<file path="src/verilog/ffp_map.svh">
`ifndef FFP_MAP_SVH
`define FFP_MAP_SVH
`define FFP_FLD_CMD 4'h0
`define FFP_FLD_ADDRESS_BYTE_0 4'h1
`define FFP_FLD_ADDRESS_BYTE_1 4'h2
`define FFP_FLD_ADDRESS_BYTE_2 4'h3
`define FFP_FLD_ADDRESS_BYTE_3 4'h4
`define FFP_FLD_DATA 4'h5
`define FFP_CMD_READ 16'h0011
`define FFP_CMD_WP 16'h0012
`define FFP_CMD_WR_LOCK 16'h0022
`define FFP_CMD_ERASE_WR 16'h0032
`define FFP_CMD_ERASE_WR_LOCK 16'h0042
`define FFP_CMD_ERASE_ALL 16'h0013
`define FFP_CMD_LOCK_SET 16'h0014
`define FFP_CMD_LOCK_CLR 16'h0024
`define FFP_CMD_LOCK_GET 16'h0015
`define FFP_CMD_NV_SET 16'h0034
`define FFP_CMD_NV_CLR 16'h0044
`define FFP_CMD_NV_GET 16'h0025
`define FFP_CMD_SEC_SET 16'h0054
`define FFP_CMD_SEC_GET 16'h0035
`define FFP_CMD_VER_GET 16'h001E
`define FFP_ADDR_STEP 32'h0000_0001
`define FFP_CLK_PERIOD_NS 4
`define FFP_EXT_MAX_PERIOD_NS 31250
`endif

</file>
<file path="src/verilog/ffp_pkg.sv">
`default_nettype none
package ffp_pkg;
  typedef enum logic [3:0] {
    FFP_OP_NONE = 4'h0, FFP_OP_READ = 4'h1, FFP_OP_WP = 4'h2, FFP_OP_WR_LOCK = 4'h3,
    FFP_OP_ERASE_WR = 4'h4, FFP_OP_ERASE_WR_LOCK = 4'h5, FFP_OP_ERASE_ALL = 4'h6, FFP_OP_LOCK_SET = 4'h7,
    FFP_OP_LOCK_CLR = 4'h8, FFP_OP_LOCK_GET = 4'h9, FFP_OP_NV_SET = 4'hA, FFP_OP_NV_CLR = 4'hB,
    FFP_OP_NV_GET = 4'hC, FFP_OP_SEC_SET = 4'hD, FFP_OP_SEC_GET = 4'hE, FFP_OP_VER_GET = 4'hF
  } ffp_op_e;
  typedef enum logic [3:0] {
    ST_OFF = 4'h0, ST_IDLE = 4'h1, ST_DECODE = 4'h2, ST_PUSH = 4'h3,
    ST_RD_OE = 4'h4, ST_RD_DRIVE = 4'h5, ST_WAIT_HI = 4'h6
  } ffp_state_e;
  typedef struct packed {
    ffp_op_e op;
    logic [31:0] addr;
    logic [15:0] data;
  } ffp_req_s;
endpackage
`default_nettype wire

</file>
<file path="src/verilog/ffp_port.sv">
// Function
// - External clock used, else internal oscillator
// - Ready low while busy, high when idle
// - All port outputs released in reset and out of mode
// - Selector steers word to command/address/data
// - Command field word becomes new command
// - Decode page write and write-lock
// - Decode erase-write and erase-write-lock
// - Decode nonvolatile bit set, clear, get
// - Switch to external clock before ready drops
// - Strobe low only when ready; both high ends
// - Write: latch, drop ready, execute, raise ready
// - Read: drive bus, valid low, release on enable
// - Address auto-increments across data transfers
`include "ffp_map.svh"
`timescale 1ns/1ns
`default_nettype none
module ffp_port
  import ffp_pkg::*;
#(
  parameter int EXT_WINDOW_CYC = (`FFP_EXT_MAX_PERIOD_NS + `FFP_CLK_PERIOD_NS - 1) / `FFP_CLK_PERIOD_NS
) (
  input wire logic clk_in,
  input wire logic rst_in,
  input wire logic test_select_strap_in,
  input wire logic prog_strap_0_in,
  input wire logic prog_strap_1_in,
  input wire logic prog_strap_2_in,
  input wire logic main_clock_in,
  input wire logic command_strobe_n_in,
  input wire logic bus_output_enable_n_in,
  input wire logic [3:0] field_selector_in,
  input wire logic [15:0] prog_data_bus_in,
  output logic [15:0] prog_data_bus_out,
  output logic prog_data_bus_oe_n_out,
  output logic port_ready_out,
  output logic port_ready_oe_n_out,
  output logic bus_driven_n_out,
  output logic bus_driven_oe_n_out,
  output logic ext_clock_select_out,
  output ffp_req_s flash_req_out,
  output logic flash_req_valid_out,
  input wire logic flash_req_ready_in,
  input wire logic flash_rd_valid_in,
  input wire logic [15:0] flash_rd_data_in
);
  localparam int PW = 27;
  logic [PW-1:0] pin_raw;
  logic [PW-1:0] s1_r, s2_r, s3_r, filt_r;
  logic strb_n, oe_n, in_mode, xin_f, xin_d_r, xin_active, xin_gap_ok_r;
  logic [3:0] fld_f;
  logic [15:0] dat_f;
  logic [31:0] win_cnt_r;
  ffp_state_e state_r;
  ffp_op_e op_r;
  logic [15:0] cmd_r;
  logic [3:0] fld_r;
  logic [15:0] dat_r;
  logic [31:0] addr_r;
  logic rd_pend_r, rd_have_r;
  logic [15:0] rd_data_r;
  ffp_req_s in_d, spare_d_r;
  logic spare_v_r, push, pop, buf_in_ready;

  assign pin_raw = {command_strobe_n_in, bus_output_enable_n_in, test_select_strap_in, prog_strap_0_in,
                    prog_strap_1_in, prog_strap_2_in, main_clock_in, field_selector_in, prog_data_bus_in};

  // Pins idle high through the pull-ups, so the chain starts at all ones
  always_ff @(posedge clk_in) begin
    if (rst_in) begin
      s1_r <= '1;
      s2_r <= '1;
      s3_r <= '1;
    end else begin
      s1_r <= pin_raw;
      s2_r <= s1_r;
      s3_r <= s2_r;
    end
  end

  for (genvar i = 0; i < PW; i++) begin : g_filt
    always_ff @(posedge clk_in) begin
      if (rst_in) begin
        filt_r[i] <= 1'b1;
      end else if (s2_r[i] == s3_r[i]) begin
        filt_r[i] <= s3_r[i];
      end
    end
  end

  assign {strb_n, oe_n} = filt_r[26:25];
  assign in_mode = filt_r[24] & filt_r[23] & filt_r[22] & ~filt_r[21];
  assign xin_f = filt_r[20];
  assign fld_f = filt_r[19:16];
  assign dat_f = filt_r[15:0];

  // Two edges within one window are needed: the pull-up start of a grounded pin gives only one
  always_ff @(posedge clk_in) begin
    if (rst_in) begin
      xin_d_r <= 1'b1;
      win_cnt_r <= 32'(EXT_WINDOW_CYC);
      xin_gap_ok_r <= 1'b0;
    end else begin
      xin_d_r <= xin_f;
      if (xin_f != xin_d_r) begin
        win_cnt_r <= '0;
        xin_gap_ok_r <= (win_cnt_r < EXT_WINDOW_CYC);
      end else if (win_cnt_r < EXT_WINDOW_CYC) begin
        win_cnt_r <= win_cnt_r + 32'h0000_0001;
      end else begin
        xin_gap_ok_r <= 1'b0;
      end
    end
  end
  assign xin_active = xin_gap_ok_r && (win_cnt_r < EXT_WINDOW_CYC);

  function automatic ffp_op_e decode(input logic [15:0] w);
    ffp_op_e o;
    o = FFP_OP_NONE;
    case (w)
      `FFP_CMD_READ: o = FFP_OP_READ;
      `FFP_CMD_WP: o = FFP_OP_WP;
      `FFP_CMD_WR_LOCK: o = FFP_OP_WR_LOCK;
      `FFP_CMD_ERASE_WR: o = FFP_OP_ERASE_WR;
      `FFP_CMD_ERASE_WR_LOCK: o = FFP_OP_ERASE_WR_LOCK;
      `FFP_CMD_ERASE_ALL: o = FFP_OP_ERASE_ALL;
      `FFP_CMD_LOCK_SET: o = FFP_OP_LOCK_SET;
      `FFP_CMD_LOCK_CLR: o = FFP_OP_LOCK_CLR;
      `FFP_CMD_LOCK_GET: o = FFP_OP_LOCK_GET;
      `FFP_CMD_NV_SET: o = FFP_OP_NV_SET;
      `FFP_CMD_NV_CLR: o = FFP_OP_NV_CLR;
      `FFP_CMD_NV_GET: o = FFP_OP_NV_GET;
      `FFP_CMD_SEC_SET: o = FFP_OP_SEC_SET;
      `FFP_CMD_SEC_GET: o = FFP_OP_SEC_GET;
      `FFP_CMD_VER_GET: o = FFP_OP_VER_GET;
      default: o = FFP_OP_NONE;
    endcase
    return o;
  endfunction

  function automatic logic is_read(input ffp_op_e o);
    return (o == FFP_OP_READ) || (o == FFP_OP_LOCK_GET) || (o == FFP_OP_NV_GET) || (o == FFP_OP_SEC_GET)
      || (o == FFP_OP_VER_GET);
  endfunction

  // Handshake sequencer
  always_ff @(posedge clk_in) begin
    if (rst_in) begin
      state_r <= ST_OFF;
      port_ready_out <= 1'b1;
      port_ready_oe_n_out <= 1'b1;
      bus_driven_n_out <= 1'b1;
      bus_driven_oe_n_out <= 1'b1;
      prog_data_bus_oe_n_out <= 1'b1;
      prog_data_bus_out <= '0;
      ext_clock_select_out <= 1'b0;
      fld_r <= '0;
      dat_r <= '0;
      rd_pend_r <= 1'b0;
    end else if (!in_mode) begin
      state_r <= ST_OFF;
      port_ready_oe_n_out <= 1'b1;
      bus_driven_oe_n_out <= 1'b1;
      prog_data_bus_oe_n_out <= 1'b1;
      bus_driven_n_out <= 1'b1;
      port_ready_out <= 1'b1;
    end else begin
      case (state_r)
        ST_OFF: begin
          port_ready_oe_n_out <= 1'b0;
          bus_driven_oe_n_out <= 1'b0;
          port_ready_out <= 1'b1;
          state_r <= ST_IDLE;
        end
        ST_IDLE: begin
          if (!strb_n) begin
            fld_r <= fld_f;
            dat_r <= dat_f;
            ext_clock_select_out <= ext_clock_select_out | xin_active;
            state_r <= ST_DECODE;
          end
        end
        ST_DECODE: begin
          port_ready_out <= 1'b0;
          if (fld_r == `FFP_FLD_DATA) begin
            rd_pend_r <= is_read(op_r);
            state_r <= ST_PUSH;
          end else begin
            state_r <= ST_WAIT_HI;
          end
        end
        ST_PUSH: begin
          if (buf_in_ready) begin
            state_r <= rd_pend_r ? ST_RD_OE : ST_WAIT_HI;
          end
        end
        ST_RD_OE: begin
          if (!oe_n && rd_have_r) begin
            prog_data_bus_out <= rd_data_r;
            prog_data_bus_oe_n_out <= 1'b0;
            bus_driven_n_out <= 1'b0;
            state_r <= ST_RD_DRIVE;
          end
        end
        ST_RD_DRIVE: begin
          if (oe_n) begin
            prog_data_bus_oe_n_out <= 1'b1;
            bus_driven_n_out <= 1'b1;
            state_r <= ST_WAIT_HI;
          end
        end
        ST_WAIT_HI: begin
          if (strb_n) begin
            port_ready_out <= 1'b1;
            state_r <= ST_IDLE;
          end
        end
        default: state_r <= ST_OFF;
      endcase
    end
  end

  // Command and address registers
  always_ff @(posedge clk_in) begin
    if (rst_in) begin
      cmd_r <= '0;
      op_r <= FFP_OP_NONE;
      addr_r <= '0;
    end else if (state_r == ST_DECODE) begin
      if (fld_r == `FFP_FLD_CMD) begin
        cmd_r <= dat_r;
        op_r <= decode(dat_r);
      end else if (fld_r == `FFP_FLD_ADDRESS_BYTE_0) begin
        addr_r[7:0] <= dat_r[7:0];
      end else if (fld_r == `FFP_FLD_ADDRESS_BYTE_1) begin
        addr_r[15:8] <= dat_r[7:0];
      end else if (fld_r == `FFP_FLD_ADDRESS_BYTE_2) begin
        addr_r[23:16] <= dat_r[7:0];
      end else if (fld_r == `FFP_FLD_ADDRESS_BYTE_3) begin
        addr_r[31:24] <= dat_r[7:0];
      end
    end else if (push) begin
      addr_r <= addr_r + `FFP_ADDR_STEP;
    end
  end

  // Read data may come back before the programmer lowers output enable; hold it until then
  always_ff @(posedge clk_in) begin
    if (rst_in) begin
      rd_have_r <= 1'b0;
      rd_data_r <= '0;
    end else if (flash_rd_valid_in) begin
      rd_have_r <= 1'b1;
      rd_data_r <= flash_rd_data_in;
    end else if (state_r == ST_RD_DRIVE || state_r == ST_IDLE) begin
      rd_have_r <= 1'b0;
    end
  end

  // Two-entry buffer toward the flash controller; a stall there holds the port busy
  assign in_d = '{op: op_r, addr: addr_r, data: dat_r};
  assign buf_in_ready = ~spare_v_r;
  assign push = (state_r == ST_PUSH) & buf_in_ready;
  assign pop = flash_req_valid_out & flash_req_ready_in;

  always_ff @(posedge clk_in) begin
    if (rst_in) begin
      flash_req_valid_out <= 1'b0;
      flash_req_out <= '0;
      spare_v_r <= 1'b0;
      spare_d_r <= '0;
    end else if (pop) begin
      if (spare_v_r) begin
        flash_req_out <= spare_d_r;
        spare_v_r <= 1'b0;
      end else begin
        flash_req_valid_out <= push;
        if (push) begin
          flash_req_out <= in_d;
        end
      end
    end else if (push) begin
      if (!flash_req_valid_out) begin
        flash_req_out <= in_d;
        flash_req_valid_out <= 1'b1;
      end else begin
        spare_d_r <= in_d;
        spare_v_r <= 1'b1;
      end
    end
  end
endmodule
`default_nettype wire

</file>
<file path="config.mk">
export PLATFORM = sky130hd
export DESIGN_NAME = ffp_port
export DESIGN_NICKNAME = d
export VERILOG_FILES = /design/src/verilog/ffp_pkg.sv /design/src/verilog/ffp_port.sv
export VERILOG_INCLUDE_DIRS = /design/src /design/src/verilog
export SDC_FILE = /design/constraint.sdc
export NUM_CORES = 1
export LEC_CHECK = 0
export BUFFER_PORTS_ARGS = -buffer_cell sky130_fd_sc_hd__clkbuf_2
export CAP_MARGIN = 20
export CORE_ASPECT_RATIO = 0.8
export CORE_UTILIZATION = 50
export CTS_CLUSTER_DIAMETER = 100
export DETAILED_ROUTE_END_ITERATION = 6
export PLACE_DENSITY = 0.69
export SLEW_MARGIN = 40
export SYNTH_ARGS = -nofsm -noshare
export SYNTH_HDL_FRONTEND = slang
export SYNTH_SLANG_ARGS = --single-unit
</file>
<file path="constraint.sdc">
create_clock -name clk_in -period 2.8 [get_ports clk_in]
set_clock_uncertainty 0.1 [all_clocks]
set_input_delay 0.14 -clock clk_in [delete_from_list [all_inputs] [get_ports clk_in]]
set_output_delay 0.14 -clock clk_in [all_outputs]
set_load 0.005 [all_outputs]
</file>
==> flow_summary.yaml <==
detailed_routing:
  firstDrtPassIters: 5
  wl_per_cell_um: 14.7
  post-route-drc-count: 0
  initialDrtViolationCount: 899
  routed_via_density: 5.38
  ant_nets: 0
  via_count: 10734
  drt_wl_total_mm: 29.4
sta:
  rsz0062_at_grt: "no"
  relSlewSlack_pct: 53.0
  final_max_slew_viol_count: 0
  tns_ns: 0
  worst_slack_ns: 0.248
  fin_crit_ns: 2.55
  tightest_slew_ns: 0.706
  hold_violations: 0
  period_share_pct: 91.2
  fmax_ghz: 0.392
  setup-violations-final: 0
job:
  max_cap_violations: 0
clock_tree:
  cts-root-to-sink-buffers: 3
  postCtsSetupBuffers: 0
  cts_tree: "done"
  clock-root-buffer: "clkbuf_16"
  clk_latency_ns: 0.53
  cts_made_buffers: 34
  cts.sinks: 345
  h-tree-depth: 2
  clk_pin_slew_worst_paths_ns: 0.07
cells_and_area:
  syn_to_final_growth_pct: 18.8
  drive_gt1_share_pct: 19.4
  nNetsFinal: 1668
  antenna_cells: 0
  fin_area_um2: 16000
synth:
  synth_async_sr_flop_share_pct: 0
  synthAdderAreaFrac_pct: 0.279
  synth_ff_type: "dfxtp_1"
  synth_area_um2: 13500
  ys_seq_area_share_pct: 51.3
  synth_xor_xnor_area_share_pct: 0.521
  ys_types: 66
  synth_warnings: 0
  synth_edf_count: 0
  syn-num-nets: 1540
  synth_top_family_by_area: "simple AND/OR/NAND/NOR gates"
  synth-simple-area-share_pct: 21.0
  synth_cells: 1490
  synth_compound_area_share_pct: 15.9
  synthMuxAreaShare_pct: 7.09
  ys_ff_latch: 345
  syn_avg_cell_area_um2: 9.03
power_and_ir_drop:
  power.internal_mw: 7.93
  seqPwrFrac_pct: 50.4
  power_density_nw_per_um2: 632
  total_power_mw: 10.1
  clockPowerShare_pct: 45.7
  p_leak_nw: 6.25
  pwr-share-comb_pct: 3.9
  power.switching_mw: 2.17
  swShare_pct: 21.5
  irDropWorstVdd_mv: 0.375
worst_setup_path:
  path_common_cell: "or4_4"
  required_ns: 3.14
  cp_max_fo: 8
  critPathBufInv: 0
  crit_chain: "nand4_1, or4_4, or4_4, or4_1, a31oi_1"
  cp_slowest_stage_delay_ns: 0.58
  end_kind: "register"
  arrival_ns: 2.89
  cp-start-kind: "register"
  critPathTopFamily: "simple AND/OR/NAND/NOR gates"
  critical_path_class: "reg -> reg"
  slowest_stage: "or4_4"
global_route:
  track_usage_pct: 21.4
  antenna_found_initial: 0
  grt_pass1_vias: 9775
  grt_max_degree: 152
  overflow: 0
  grt_pass1_wl_mm: 48.2
die:
  die-area_um2: 27600
  core_um2: 26300
  rows: 53
  fp.dieW_um: 185
  io_pins: 122
  initial_core_util_pct: 51.1
  dieHeight_um: 149
place:
  io_buffers: 121
  dpl.hpwl_mm: 18.7
  placed_area_um2: 14400
  gp_congestion: 0.854
  pre_cts_slack_ns: 0.286
run_status:
  status: "finished clean"
min_path:
  hp-class: "in -> reg"
==> routing by layer <==
layer | global-route usage, % | wire (um) | share of wire, % | up-vias
met5 | 0 | 0 | 0 | -
met4 | 6.12 | 558 | 1.9 | 0
met3 | 4.11 | 1630 | 5.5 | 53
met2 | 33.7 | 13000 | 44 | 273
met1 | 29.6 | 14200 | 48 | 4958
li1 | - | - | - | 5450
==> registers in the layout, summed over array words and instances, names as in the netlist, 3 cells and up <==
register / count
addr_r: 32
dat_f: 16
dat_r: 16
filt_r: 8
flash_req_out: 52
fld_r: 4
op_r: 4
prog_data_bus_out: 16
rd_data_r: 16
s1_r: 27
s2_r: 27
s3_r: 27
spare_d_r: 52
state_r: 3
win_cnt_r: 32
==> final timing paths <==
| check | start | end | slack, ns | depth (start not counted) |
|---|---|---|---|---|
| worst min register to register | s1_r[9]$_SDFF_PP1_ | s2_r[9]$_SDFF_PP1_ | 0.31 | 1 |
| worst max register to register | addr_r[3]$_SDFFE_PP0P_ | addr_r[31]$_SDFFE_PP0P_ | 0.25 | 5 |
| worst min-delay path | rst_in | ext_clock_select_out$_SDFFE_PP0P_ | 0.11 | 2 |
| worst max-delay path | addr_r[3]$_SDFFE_PP0P_ | addr_r[31]$_SDFFE_PP0P_ | 0.25 | 5 |
==> Yosys cell counts, types with 25 or more instances <==
library cell / count / area [um2]
mux2i_1: 93 / 931
nand2_1: 185 / 694
clkbuf_1: 86 / 323
o21ai_0: 31 / 155
or2_2: 86 / 538
a21oi_1: 132 / 661
nor2_1: 157 / 589
dfxtp_1: 345 / 6910
nand3_1: 26 / 130
o21bai_1: 34 / 255
a211oi_1: 62 / 465
and2_1: 25 / 156
==> per-stage QoR <==
step | utilization (%) | hold WS [ns] | cells
after floorplan | - | 0.140 | 1490
after global routing | 60.7 | 0.161 | 1997
after CTS | 60.7 | 0.108 | 1997
final | 60.7 | 0.108 | 1997
after global placement | 54.7 | 0.222 | 1895
after detailed placement | 54.7 | 0.224 | 1895
==> final cells by class <==
cell class | count | area (um2)
multi-input cells | 1021 | 6070
clock inverters | 12 | 154
fillers | 2314 | 10300
well taps | 357 | 447
flip-flops and latches | 345 | 6910
clock buffers | 46 | 976
inverters | 13 | 48.8
repair buffers | 203 | 1380
==> logic make-up after synthesis <==
| family | Yosys count |
|---|---|
| compound gates | 337 |
| xor+xnor | 8 |
| fa+ha+maj | 3 |
| buf+inv | 124 |
| flops | 345 |
| mux | 95 |
| simple gates | 578 |
==> power groups by stage <==
stage / clock network, mW / logic (mW) / registers, mW
2_1_floorplan: 0 / 0.290 / 5.15
3_5_place_dp: 0 / 0.348 / 5.19
3_3_place_gp: 0 / 0.342 / 5.19
6_report: 4.61 / 0.397 / 5.09
4_1_cts: 4.71 / 0.397 / 5.08
5_1_grt: 4.93 / 0.442 / 5.10
==> layout by cell type, fill, tap and decap left out, types with 7 or more instances in the layout <==
master / n
a211oi_1: 62
a21o_1: 8
a21oi_1: 131
a22oi_1: 8
a31oi_1: 16
and2_1: 25
buf_4: 35
clkbuf_16: 34
clkbuf_2: 120
clkbuf_8: 9
dfxtp_1: 345
dlygate4sd3_1: 44
inv_1: 13
mux2i_1: 93
nand2_1: 185
nand2b_1: 8
nand3_1: 25
nand4_1: 19
nor2_1: 156
nor3_1: 9
nor4_1: 15
o21ai_0: 31
o21bai_1: 34
o31ai_1: 8
or2_2: 86
xnor2_1: 7
==> repair_timing <==
action                    4_1_cts  5_1_grt
hold endpoints to repair       45        0
resized for setup               0        0
hold buffers                   44        0
(Power assumes the default switching activity.)
